===== config.mk =====
export PLATFORM = sky130hd
export DESIGN_NAME = i2c_slave_transceiver
export DESIGN_NICKNAME = d
export VERILOG_FILES = /design/src/hw/i2c_slave_pkg.sv /design/src/hw/bus_line_sync.sv /design/src/hw/tx_byte_buffer.sv /design/src/hw/i2c_slave_transceiver.sv
export SDC_FILE = /design/constraint.sdc
export NUM_CORES = 1
export LEC_CHECK = 0
export ABC_AREA = 1
export BUFFER_PORTS_ARGS = -buffer_cell sky130_fd_sc_hd__buf_2
export CAP_MARGIN = 0
export CORE_AREA = 2 2 94 96
export CTS_CLUSTER_SIZE = 8
export DETAILED_ROUTE_END_ITERATION = 7
export DIE_AREA = 0 0 96 98
export PLACE_DENSITY = 0.64
export SYNTH_ARGS = -nofsm -noshare
export SYNTH_HDL_FRONTEND = slang
export SYNTH_SLANG_ARGS = --single-unit

===== constraint.sdc =====
create_clock -name clk -period 3.55 [get_ports clk]
set_clock_uncertainty 0.15 [all_clocks]
set_input_delay 0.1775 -clock clk [delete_from_list [all_inputs] [get_ports clk]]
set_output_delay 0.1775 -clock clk [all_outputs]
set_load 0.02 [all_outputs]

===== src/hw/i2c_slave_pkg.sv =====
// shared constants, types and states for the i2c slave transceiver
package i2c_slave_pkg;

    // ----------------
    // widths
    // ----------------
    localparam int ADDR_WIDTH = 7;
    localparam int DATA_WIDTH = 8;
    localparam int TX_DEPTH = 2;

    // ----------------
    // counts and fixed values
    // ----------------
    localparam logic [3:0] BITS_PER_BYTE = 4'h8;
    localparam logic [3:0] BIT_CNT_RESET = 4'h0;
    localparam logic [7:0] IDLE_BYTE = 8'hFF;     // sent when no transmit byte is waiting
    localparam logic [7:0] BYTE_RESET = 8'h00;
    localparam logic RELEASED = 1'b1;             // serial output level that leaves the line high
    localparam logic PULL_LOW = 1'b0;
    localparam logic LINE_IDLE = 1'b1;            // bus lines idle high
    localparam logic FLAG_RESET = 1'b0;

    // ----------------
    // types
    // ----------------
    typedef struct packed {
        logic scl;
        logic sda;
    } busLines_t;

    localparam busLines_t LINES_IDLE = '{scl: LINE_IDLE, sda: LINE_IDLE};

    typedef struct packed {
        logic transferValid;
        logic directionBit;
        logic dataPhase;
    } xferStatus_t;

    typedef enum logic [2:0] {
        ST_IDLE,
        ST_ADDR,
        ST_ADDR_ACK,
        ST_WRITE,
        ST_WRITE_ACK,
        ST_READ,
        ST_READ_ACK,
        ST_HOLD
    } slaveState_t;

endpackage : i2c_slave_pkg


===== src/hw/bus_line_sync.sv =====
// two-stage synchroniser for the sampled bus clock and data lines
`timescale 1ns/10ps
module bus_line_sync
    import i2c_slave_pkg::*;
(
    // clock and reset
    input wire logic clk,
    input wire logic reset_n,
    input wire logic clkEn,
    // lines from the pins and their synchronised copies
    input wire busLines_t linesIn,
    output busLines_t linesOut
);

    busLines_t stage1_ff;
    busLines_t stage2_ff;

    // first stage is read only by the second one
    always_ff @(posedge clk or negedge reset_n) begin
        if (!reset_n) begin
            stage1_ff <= LINES_IDLE;
            stage2_ff <= LINES_IDLE;
        end else if (clkEn) begin
            stage1_ff <= linesIn;
            stage2_ff <= stage1_ff;
        end
    end

    assign linesOut = stage2_ff;

endmodule : bus_line_sync


===== src/hw/tx_byte_buffer.sv =====
// small valid/ready buffer holding bytes waiting to be sent on reads
`timescale 1ns/10ps
module tx_byte_buffer
    import i2c_slave_pkg::*;
#(
    parameter int WIDTH = DATA_WIDTH,
    parameter int DEPTH = TX_DEPTH
) (
    // clock and reset
    input wire logic clk,
    input wire logic reset_n,
    input wire logic clkEn,
    // filling side
    input wire logic [WIDTH-1:0] inData,
    input wire logic inValid,
    output logic inReady,
    // draining side
    output logic [WIDTH-1:0] outData,
    output logic outValid,
    input wire logic outReady
);

    localparam int PTR_W = (DEPTH > 1) ? $clog2(DEPTH) : 1;
    localparam logic [PTR_W:0] CNT_FULL = (PTR_W + 1)'(DEPTH);
    localparam logic [PTR_W-1:0] PTR_LAST = PTR_W'(DEPTH - 1);

    logic [WIDTH-1:0] mem_ff [DEPTH];
    logic [PTR_W-1:0] wrPtr_ff;
    logic [PTR_W-1:0] rdPtr_ff;
    logic [PTR_W:0] count_ff;
    logic inReady_ff;
    logic outValid_ff;

    wire doPush = inValid && inReady_ff;
    wire doPop = outReady && outValid_ff;
    wire [PTR_W:0] nxt_count = count_ff + (PTR_W + 1)'(doPush) - (PTR_W + 1)'(doPop);

    function automatic logic [PTR_W-1:0] ptrStep(input logic [PTR_W-1:0] p);
        ptrStep = (p == PTR_LAST) ? '0 : p + PTR_W'(1);
    endfunction : ptrStep

    // ready and valid are registered from the next count, so both are honest flops
    always_ff @(posedge clk or negedge reset_n) begin
        if (!reset_n) begin
            wrPtr_ff <= '0;
            rdPtr_ff <= '0;
            count_ff <= '0;
            inReady_ff <= 1'b1;
            outValid_ff <= 1'b0;
        end else if (clkEn) begin
            if (doPush) wrPtr_ff <= ptrStep(wrPtr_ff);
            if (doPop) rdPtr_ff <= ptrStep(rdPtr_ff);
            count_ff <= nxt_count;
            inReady_ff <= (nxt_count != CNT_FULL);
            outValid_ff <= (nxt_count != '0);
        end
    end

    // storage has no reset; entries are only read once written
    always_ff @(posedge clk) begin
        if (clkEn && doPush) mem_ff[wrPtr_ff] <= inData;
    end

    assign inReady = inReady_ff;
    assign outValid = outValid_ff;
    assign outData = mem_ff[rdPtr_ff];

endmodule : tx_byte_buffer


===== src/hw/i2c_slave_transceiver.sv =====
// i2c slave transceiver: serial bus to 8-bit parallel port, 7-bit address
//
// Functional notes
// RULE1: answer only a 7-bit address equal to the select pins.
// RULE2: serial to 8-bit parallel and back.
// RULE3: received byte valid only while the full flag is high.
// RULE4: full flag moves only on a bus clock fall; the code also clears it on resetIn, a start condition or a stop condition.
// RULE5: local logic takes the byte before the next gated fall.
// RULE6: slave only; no stretching, general call or ten-bit address.
// RULE7: any bus rate up to fast mode.
// RULE8: start flag on a start condition or reset input.
// RULE9: ack suppress keeps the ack off the data line.
// RULE10: transfer-valid rises on a matching address.
// RULE11: direction high for master read, low for write.
// RULE12: gated clock follows bus clock only while transfer valid; the code also lets it follow while testModeIn is high.
// RULE13: delayed direction is direction one clock later.
// RULE14: phase high in data phase, low in address phase.
// RULE15: transmit byte serialised during reads.
// RULE16: serial data on a dedicated output to a driver.
// RULE17: bus clock and data on two input pins.
// RULE18: serial output active low; high releases the line.
// RULE19: stop or mismatch returns idle, clears transfer-valid.
`timescale 1ns/10ps
module i2c_slave_transceiver
    import i2c_slave_pkg::*;
(
    // clock, reset and freeze
    input wire logic clk,
    input wire logic reset_n,
    input wire logic clkEn,
    // bus side pins
    input wire logic busClockIn,
    input wire logic busDataIn,
    output logic serialOutLow,
    // control inputs from local logic
    input wire logic resetIn,
    input wire logic testModeIn,
    input wire logic ackSuppress,
    input wire logic [ADDR_WIDTH-1:0] addrSelect,
    // transmit bytes from local logic
    input wire logic [DATA_WIDTH-1:0] txData,
    input wire logic txValid,
    output logic txReady,
    // status and received data toward local logic
    output logic transferValid,
    output logic directionBit,
    output logic readDelayed,
    output logic dataPhase,
    output logic startSeen,
    output logic shiftFull,
    output logic [DATA_WIDTH-1:0] rxParallelOut,
    output logic gatedClk
);

    // ----------------
    // input synchronisation and edge finding
    // ----------------

    busLines_t pinLines;
    busLines_t syncLines;
    busLines_t prevLines_ff;

    // two separate pins, both pass two flops before any logic looks at them
    assign pinLines = '{scl: busClockIn, sda: busDataIn}; // see RULE17

    bus_line_sync u_sync (
        .clk(clk),
        .reset_n(reset_n),
        .clkEn(clkEn),
        .linesIn(pinLines),
        .linesOut(syncLines)
    );

    always_ff @(posedge clk or negedge reset_n) begin
        if (!reset_n) prevLines_ff <= LINES_IDLE;
        else if (clkEn) prevLines_ff <= syncLines;
    end

    // at 10 MHz a fast-mode bit spans about 25 samples, so edges are never missed
    wire sclRise = syncLines.scl && !prevLines_ff.scl; // see RULE7
    wire sclFall = !syncLines.scl && prevLines_ff.scl;
    wire sclHigh = syncLines.scl && prevLines_ff.scl;
    wire startCond = sclHigh && prevLines_ff.sda && !syncLines.sda;
    wire stopCond = sclHigh && !prevLines_ff.sda && syncLines.sda;

    // ----------------
    // registers
    // ----------------

    slaveState_t state_ff;
    slaveState_t nxt_state;
    logic [3:0] bitCnt_ff;
    logic [3:0] nxt_bitCnt;
    logic [DATA_WIDTH-1:0] rxShift_ff;
    logic [DATA_WIDTH-1:0] nxt_rxShift;
    logic [DATA_WIDTH-1:0] txShift_ff;
    logic [DATA_WIDTH-1:0] nxt_txShift;
    logic [DATA_WIDTH-1:0] rxOut_ff;
    logic [DATA_WIDTH-1:0] nxt_rxOut;
    xferStatus_t status_ff;
    xferStatus_t nxt_status;
    logic serialOut_ff;
    logic nxt_serialOut;
    logic full_ff;
    logic nxt_full;
    logic masterAck_ff;
    logic nxt_masterAck;
    logic startSeen_ff;
    logic readDelayed_ff;
    logic gatedClk_ff;
    logic loadTx;

    // ----------------
    // transmit buffer
    // ----------------

    logic [DATA_WIDTH-1:0] bufData;
    logic bufValid;

    // two entries let local logic queue the next byte while one is on the wire
    tx_byte_buffer #(
        .WIDTH(DATA_WIDTH),
        .DEPTH(TX_DEPTH)
    ) u_txbuf (
        .clk(clk),
        .reset_n(reset_n),
        .clkEn(clkEn),
        .inData(txData),
        .inValid(txValid),
        .inReady(txReady),
        .outData(bufData),
        .outValid(bufValid),
        .outReady(loadTx)
    );

    // an empty buffer sends all ones, which simply leaves the line released
    wire [DATA_WIDTH-1:0] txByte = bufValid ? bufData : IDLE_BYTE;

    // ----------------
    // decoding
    // ----------------

    wire byteDone = (bitCnt_ff == BITS_PER_BYTE);
    wire addrMatch = (rxShift_ff[DATA_WIDTH-1:1] == addrSelect); // see RULE1
    wire rwBit = rxShift_ff[0];
    // acknowledge only pulls low when local logic allows it
    wire ackLevel = ackSuppress ? RELEASED : PULL_LOW; // see RULE9
    wire [3:0] bitCntInc = bitCnt_ff + 4'h1;

    function automatic logic [DATA_WIDTH-1:0] shiftIn(input logic [DATA_WIDTH-1:0] r,
                                                      input logic b);
        shiftIn = {r[DATA_WIDTH-2:0], b};
    endfunction : shiftIn

    // ----------------
    // protocol state machine
    // ----------------

    // slave changes its output only after a clock fall and samples on a rise;
    // it never holds the clock low, so no stretching is possible
    always_comb begin
        nxt_state = state_ff;
        nxt_bitCnt = bitCnt_ff;
        nxt_rxShift = rxShift_ff;
        nxt_txShift = txShift_ff;
        nxt_rxOut = rxOut_ff;
        nxt_status = status_ff;
        nxt_serialOut = serialOut_ff;
        nxt_full = full_ff;
        nxt_masterAck = masterAck_ff;
        loadTx = 1'b0;
        if (resetIn) begin
            nxt_state = ST_IDLE;
            nxt_bitCnt = BIT_CNT_RESET;
            nxt_status = '0;
            nxt_serialOut = RELEASED;
            nxt_full = FLAG_RESET;
        end else if (startCond) begin
            // repeated start also lands here and re-enters the address phase
            nxt_state = ST_ADDR;
            nxt_bitCnt = BIT_CNT_RESET;
            nxt_status = '0; // see RULE14
            nxt_serialOut = RELEASED;
            nxt_full = FLAG_RESET;
        end else if (stopCond) begin
            nxt_state = ST_IDLE; // see RULE19
            nxt_status = '0;
            nxt_serialOut = RELEASED;
            nxt_full = FLAG_RESET;
        end else begin
            case (state_ff)
                ST_IDLE: begin
                    nxt_serialOut = RELEASED;
                end
                ST_ADDR: begin
                    if (sclRise && !byteDone) begin
                        nxt_rxShift = shiftIn(rxShift_ff, syncLines.sda);
                        nxt_bitCnt = bitCntInc;
                    end else if (sclFall && byteDone) begin
                        // only 7-bit own address; general call and ten-bit are ignored
                        if (addrMatch) begin // see RULE6
                            nxt_state = ST_ADDR_ACK;
                            nxt_status.transferValid = 1'b1; // see RULE10
                            nxt_status.directionBit = rwBit; // see RULE11
                            nxt_serialOut = ackLevel;
                        end else begin
                            nxt_state = ST_IDLE; // see RULE19
                            nxt_status = '0;
                        end
                    end
                end
                ST_ADDR_ACK: begin
                    if (sclFall) begin
                        nxt_bitCnt = BIT_CNT_RESET;
                        nxt_status.dataPhase = 1'b1; // see RULE14
                        if (status_ff.directionBit) begin
                            nxt_state = ST_READ;
                            loadTx = 1'b1;
                            nxt_serialOut = txByte[DATA_WIDTH-1]; // see RULE15
                            nxt_txShift = {txByte[DATA_WIDTH-2:0], 1'b1};
                        end else begin
                            nxt_state = ST_WRITE;
                            nxt_serialOut = RELEASED;
                        end
                    end
                end
                ST_WRITE: begin
                    if (sclRise && !byteDone) begin
                        nxt_rxShift = shiftIn(rxShift_ff, syncLines.sda); // see RULE2
                        nxt_bitCnt = bitCntInc;
                    end else if (sclFall && byteDone) begin
                        // full flag up for one bus clock period; the byte stays on the parallel output until the next one
                        nxt_full = 1'b1; // see RULE3
                        nxt_rxOut = rxShift_ff;
                        nxt_state = ST_WRITE_ACK;
                        nxt_serialOut = ackLevel; // see RULE9
                    end
                end
                ST_WRITE_ACK: begin
                    if (sclFall) begin
                        nxt_full = FLAG_RESET; // see RULE4
                        nxt_bitCnt = BIT_CNT_RESET;
                        nxt_state = ST_WRITE;
                        nxt_serialOut = RELEASED;
                    end
                end
                ST_READ: begin
                    if (sclRise && !byteDone) begin
                        nxt_bitCnt = bitCntInc;
                    end else if (sclFall) begin
                        if (byteDone) begin
                            nxt_state = ST_READ_ACK;
                            nxt_serialOut = RELEASED;
                        end else begin
                            nxt_serialOut = txShift_ff[DATA_WIDTH-1]; // see RULE15
                            nxt_txShift = {txShift_ff[DATA_WIDTH-2:0], 1'b1};
                        end
                    end
                end
                ST_READ_ACK: begin
                    if (sclRise) begin
                        nxt_masterAck = !syncLines.sda;
                    end else if (sclFall) begin
                        nxt_bitCnt = BIT_CNT_RESET;
                        if (masterAck_ff) begin
                            nxt_state = ST_READ;
                            loadTx = 1'b1;
                            nxt_serialOut = txByte[DATA_WIDTH-1];
                            nxt_txShift = {txByte[DATA_WIDTH-2:0], 1'b1};
                        end else begin
                            // master said no more; wait released for its stop
                            nxt_state = ST_HOLD;
                            nxt_serialOut = RELEASED;
                        end
                    end
                end
                ST_HOLD: begin
                    nxt_serialOut = RELEASED;
                end
                default: begin
                    nxt_state = ST_IDLE;
                    nxt_status = '0;
                    nxt_serialOut = RELEASED;
                    nxt_full = FLAG_RESET;
                end
            endcase
        end
    end

    // ----------------
    // state and data flops
    // ----------------

    always_ff @(posedge clk or negedge reset_n) begin
        if (!reset_n) begin
            state_ff <= ST_IDLE;
            bitCnt_ff <= BIT_CNT_RESET;
            rxShift_ff <= BYTE_RESET;
            txShift_ff <= IDLE_BYTE;
            rxOut_ff <= BYTE_RESET;
            status_ff <= '0;
            serialOut_ff <= RELEASED;
            full_ff <= FLAG_RESET;
            masterAck_ff <= FLAG_RESET;
        end else if (clkEn) begin
            state_ff <= nxt_state;
            bitCnt_ff <= nxt_bitCnt;
            rxShift_ff <= nxt_rxShift;
            txShift_ff <= nxt_txShift;
            rxOut_ff <= nxt_rxOut;
            status_ff <= nxt_status;
            serialOut_ff <= nxt_serialOut;
            full_ff <= nxt_full;
            masterAck_ff <= nxt_masterAck;
        end
    end

    // ----------------
    // side outputs
    // ----------------

    // start flag is a pulse per start, held high for as long as reset input is high
    always_ff @(posedge clk or negedge reset_n) begin
        if (!reset_n) startSeen_ff <= FLAG_RESET;
        else if (clkEn) startSeen_ff <= startCond || resetIn; // see RULE8
    end

    // delayed copy of the registered direction bit
    always_ff @(posedge clk or negedge reset_n) begin
        if (!reset_n) readDelayed_ff <= FLAG_RESET;
        else if (clkEn) readDelayed_ff <= status_ff.directionBit; // see RULE13
    end

    // gated clock idles low; test mode lets it run without a transfer
    always_ff @(posedge clk or negedge reset_n) begin
        if (!reset_n) gatedClk_ff <= FLAG_RESET;
        else if (clkEn) gatedClk_ff <= (status_ff.transferValid || testModeIn) && syncLines.scl; // see RULE12
    end

    // ----------------
    // output assignments
    // ----------------

    // dedicated output drives an external open-drain stage, no bidirectional pin here
    assign serialOutLow = serialOut_ff; // see RULE16 RULE18
    assign transferValid = status_ff.transferValid;
    assign directionBit = status_ff.directionBit;
    assign dataPhase = status_ff.dataPhase;
    assign readDelayed = readDelayed_ff;
    assign startSeen = startSeen_ff;
    assign shiftFull = full_ff;
    assign rxParallelOut = rxOut_ff;
    assign gatedClk = gatedClk_ff;

endmodule : i2c_slave_transceiver


* After elaboration in Yosys (flattened, before gate mapping)
Memories as Yosys holds them, arrays and structs flattened.
Cells that the tools add are included.
** Cells by class
- $add $sub $neg :: 5
- Multiplexer cells :: 83
- Bitwise logic cells :: 4
- Equality and inequality tests :: 35
- Reduce and logical (&&, ||, !) cells :: 45
** Operator list (count)
- $mux 8 :: 9
- $ne 5x5->1 const B :: 13
- $mux 3 :: 20
- $mux 1 :: 37
- $reduce_and 13->1 :: 2
- $mux 4 :: 6
- $pmux 8 s3 :: 1
- $ne 2x2->1 const B :: 9
- $pmux 3 s6 :: 1
- $reduce_and 6->1 :: 3
- $reduce_bool 5->1 :: 3
- $logic_and 1x1->1 :: 13
- $eq 3x3->1 const B :: 4
- $pmux 4 s3 :: 1
- $reduce_and 12->1 :: 1
- $reduce_and 5->1 :: 2
- $reduce_bool 9->1 :: 1
- $mux 2 :: 4
- $ne 4x4->1 const B :: 2
- $reduce_bool 4->1 :: 2
- $eq 7x7->1 :: 1
- $pmux 1 s7 :: 1
- $reduce_and 7->1 :: 1
- $eq 3x2->1 const B :: 2
- 19 further kinds :: 33
** Storage, ports and cells
- Memories kept :: 1
- Output and inout bits :: 17
- Word-level logic and storage cells :: 198
- Bits in writable memories :: 16
- Register bits after elaboration :: 52
** Memories
- u_txbuf.mem_ff :: depth 2, bits a word 8, read ports 1, clocked after memory_dff 0, wr ports 1, line tx_byte_buffer.sv:27 : logic [WIDTH-1:0] mem_ff [DEPTH];

* Logic depth before layout (Yosys ltp)
- Depth in word-level cells :: 11
- Gate-level depth with buffers :: 15
- Depth with buffers taken out :: 14

* Cells and area by module
From an unflattened synthesis, not the netlist that was laid out.
** Second synthesis, totals
- Cells, all modules :: 438
- Area total of the unflattened synthesis :: 3474.6 um^2
** Modules (own cells, without submodules)
- i2c_slave_transceiver :: cells an instance 335, times used 1, area an instance 2417.3 um^2, seq. area each 1038.5 um^2
- tx_byte_buffer :: cells an instance 86, times used 1, area an instance 903.4 um^2, seq. area each 631.9 um^2
- bus_line_sync :: cells an instance 17, times used 1, area an instance 153.9 um^2, seq. area each 105.1 um^2

* Worst setup path before layout
No wires, ideal clock.
- Path type :: register to register
- Start :: register u_sync.stage2_ff, in the netlist u_sync.linesOut[0]
- End :: register u_txbuf.inReady_ff (netlist: u_txbuf.inReady)
- Cell stages (with the launch flop) :: 13
- Path slack :: 1.274 ns
- Buffers on the path :: 0
- Required time :: 3.320 ns
- Arrival :: 2.047 ns
- Clock period less this slack :: 2.276 ns
- Cell sequence :: dfstp_2 > inv_1 > nand4_1 > nand2_1 > nor2_1 > nand2_1 > nor2_1 > ha_1 > inv_1 > ha_1 > xnor2_1 > nand2_1 > o22a_1
** On the way
- Cells in the longest elaborated chain, start to end :: 7
- Elaborated cells between the ends (all ways) :: 9
** Ends and longest elaborated chain
- from (decl) :: line bus_line_sync.sv:16 : busLines_t stage2_ff;
- from (signal assigned) :: line bus_line_sync.sv:25 : stage2_ff <= stage1_ff;
- $logic_and 1x1->1 / $logic_not 1->1 (equally long branches) :: line i2c_slave_transceiver.sv:84, i2c_slave_transceiver.sv:83
- $mux 1 / $logic_and 1x1->1 (equally long branches) :: line i2c_slave_transceiver.sv:185, i2c_slave_transceiver.sv:83
- $mux 1 (*) :: line i2c_slave_transceiver.sv:178 : end else if (startCond) begin
- $mux 1 (*) :: line i2c_slave_transceiver.sv:172 : if (resetIn) begin
- $logic_and 1x1->1 (*) :: line tx_byte_buffer.sv:35 : wire doPop = outReady && outValid_ff;
- $sub 2x1->2 (*) :: line tx_byte_buffer.sv:36 : wire [PTR_W:0] nxt_count = count_ff + (PTR_W + 1)'(doPush) - (PTR_W + 1)'(doPop);
- $ne 2x2->1 (*) :: line tx_byte_buffer.sv:54 : inReady_ff <= (nxt_count != CNT_FULL);
- to (signal assigned) :: line tx_byte_buffer.sv:54
- to (decl) :: line tx_byte_buffer.sv:31 : logic inReady_ff;
Mark *: on every way between the ends. The rest lies on a longest branch, timed or not.
A chain may end at the register's enable or synchronous reset.

* Worst setup path in the final report
Ends and elaborated chain as after synthesis.

==> flow_summary.ini <==
[status]
status = finished clean

[clock_tree]
cts_made_buffers = 9
cts_max_level = 3
cts_hold_buf = 12
clkSinkCount = 67
cts_resized = 0
clk_latency_ns = 0.35
clk_pin_slew_ns = 0.08
clockBufferDepth = 2
cts_setup_buffers = 0
cts_tree = yes
cts_root_buf = clkbuf_8

[floorplan]
core-area_um2 = 8470
io-pin-count = 41
start_util_pct = 41.9
dieArea_um2 = 9410
die_y_um = 98
rows = 34
die_w_um = 96

[synthesis]
avgSynthCellArea_um2 = 8.07
ys_seq_elements = 67
ys_top_cells_by_area = dfrtp_1 25%, nand2_1 16%, edfxtp_1 14%, dfstp_2 11%, inv_1 5.0%
ys_warn_count = 0
synthCells = 439
ys_types = 31
ys_seq_area_share_pct = 50.1
syn-num-nets = 467
yosys.area.top_type = dfrtp_1
synth.top_cell.area_share_pct = 25.4
synth.cell_area_um2 = 3540

[placement]
port_buffers = 40
numPlacedInstances = 578
routabilityCongestion = 0.942
dp_hpwl_um = 5450
place_area_um2 = 3820

[layout]
n_fill_cell = 830
area_delta_synth_final_pct = 17.4
final_nets = 521
fin_cells = 606
final_cell_area_um2 = 4160
drive_gt1_share_pct = 18.7
utilization_pct = 49.1
antennaDiodeCount = 0

[run]
maxCapViolations = 0

[critical_path]
path_delay_family = simple AND/OR/NAND/NOR gates
path_class = register to register
cp-start-kind = register
crit_fanout = 6
cp.required_ns = 3.68
critical_path_buf_inv_count = 2
path_common_cell = nand2_1
cp-end-kind = register
crit_chain = inv_1 -> nand4_1 -> nand2_1 -> nor2_1 -> nand2_1 -> nor2_1 -> ha_1 -> inv_1 -> ha_1 -> xnor2_1 -> nand2_1 -> o22a_1
max_stage_delay_ns = 0.56
worstPathArrival_ns = 2.75
slowest_stage = dfstp_2

[sta]
drv_slew = 0
fin_crit_sh_pct = 74.0
final-setup-viol-count = 0
rsz0062_at_grt = false
tightest_slew_ns = 0.687
hold_viol_final = 0
tns_ns = 0
period_minus_slack_ns = 2.63
relSlewSlack_pct = 54.0
fmax_ghz = 0.381

[route]
route.detailed.drc = 0
drtIter0Drc = 140
routed_via_density = 4.88
firstDrtPassIters = 5
wl_um = 7540
route.vias.total = 2957
route.detailed.wl_per_inst_um = 12.4
ant_nets = 0

[grt]
antenna_found_initial = 0
gr-total-overflow = 0
grt_pass1_vias = 2754
grt_usage_pct = 17.8
grt_max_degree = 31
grt_pass1_wl_um = 12900

[power]
power.density_nw_per_um2 = 453
ir_worst_vdd_uv = 276
p_leak_nw = 2.05

[hold_path]
hold_path_class = input pin to register
## flip-flops by register name, indices dropped and copies added, names as in the netlist, 3 cells and up
| name | count |
|---|---|
| bitCnt_ff | 4 |
| txShift_ff | 7 |
| rxShift_ff | 8 |
| u_txbuf.mem_ff | 16 |
| rxParallelOut | 8 |
| state_ff | 3 |
## cell usage in the layout (no fill, tap or decap), types with 4 or more instances in the layout
cell	netlist	final
nand3_1	33	33
dfstp_2	15	15
clkbuf_8	0	9
xnor2_1	5	5
a21oi_1	7	7
o21ai_1	7	7
o21ai_2	9	9
ha_1	4	4
inv_1	47	47
dlygate4sd3_1	0	12
nor2_1	40	40
edfxtp_1	16	16
nand4_1	4	4
clkinv_1	2	4
o21ai_0	31	31
buf_2	3	40
nand2_1	151	151
dfrtp_1	36	36
## cell usage after synthesis, drive strengths merged
cell and n:
nand2 154, inv 48, o21ai 47, nor2 46, dfrtp 36, nand3 33, edfxtp 16, dfstp 15
a21oi 7, buf 7, nand4 6, xnor2 5, clkbuf 4, ha 4, nor3 4, clkinv 2
o211ai 2, xor2 2, o22a 1
## layout make-up
type,instances,area (um2),area share [%]
Sequential cell,67,1780,42.7
Multi-Input combinational cell,311,1510,36.3
Timing Repair Buffer,54,335,8.06
Inverter,50,188,4.51
Tap cell,108,135,3.25
Clock buffer,9,124,2.98
Clock inverter,7,92.6,2.23
## path summary, 6_finish.rpt
path	from	end	slack (ns)	cells after the start
max in group asynchronous	reset_n	txShift_ff[5]$_DFFE_PN1P_	2.25	3
setup / recovery	u_sync.linesOut[0]$_DFFE_PN1P_	u_txbuf.inReady$_DFFE_PN1P_	0.92	12
hold / removal	ackSuppress	serialOutLow$_DFFE_PN1P_	0.02	5
setup reg to reg	u_sync.linesOut[0]$_DFFE_PN1P_	u_txbuf.inReady$_DFFE_PN1P_	0.92	12
hold reg to reg	serialOutLow$_DFFE_PN1P_	serialOutLow$_DFFE_PN1P_	0.31	2
min in group asynchronous	reset_n	shiftFull$_DFFE_PN0P_	0.18	2
## through the flow
stage	power [mW]	hold WS, ns	setup slack [ns]
2_1_floorplan	1.11	-0.268	1.27
3_3_place_gp	1.19	0.0321	1.06
3_5_place_dp	1.20	0.0335	0.951
4_1_cts	1.90	0.0141	0.927
5_1_grt	1.99	0.0489	0.686
6_report	1.88	0.0200	0.924
## per-layer routing
metal / vias to the layer above / part of all wire, % / GRT usage, %
li1: 1509 / - / -
met1: 1352 / 47 / 25.1
met2: 81 / 46 / 26.2
met3: 15 / 4.9 / 4.17
met4: 0 / 2.1 / 7.14
met5: - / 0 / 0
## where the power goes
part	internal, mW	leakage, nW	switching, mW
combinational	0.105	1.15	0.172
sequential	0.870	0.796	0.0456
clock	0.393	0.104	0.299
## tightest hold or removal path, cell delays in order
cell and delay, ns:
buf_2 0.08, a21oi_1 0.05, nand2_1 0.06, nand3_1 0.07, nand2_1 0.06
## cell families after synthesis
kind of cell / Yosys count / synth area share [%]
AO/OA/AOI/OAI: 57 / 9.25
XOR/XNOR: 7 / 1.73
adder cells (fa/ha/maj): 4 / 1.41
buffers and inverters: 61 / 7.31
flip-flops: 67 / 50.1
AND/OR/NAND/NOR: 243 / 30.2
(Power assumes the default switching activity.)
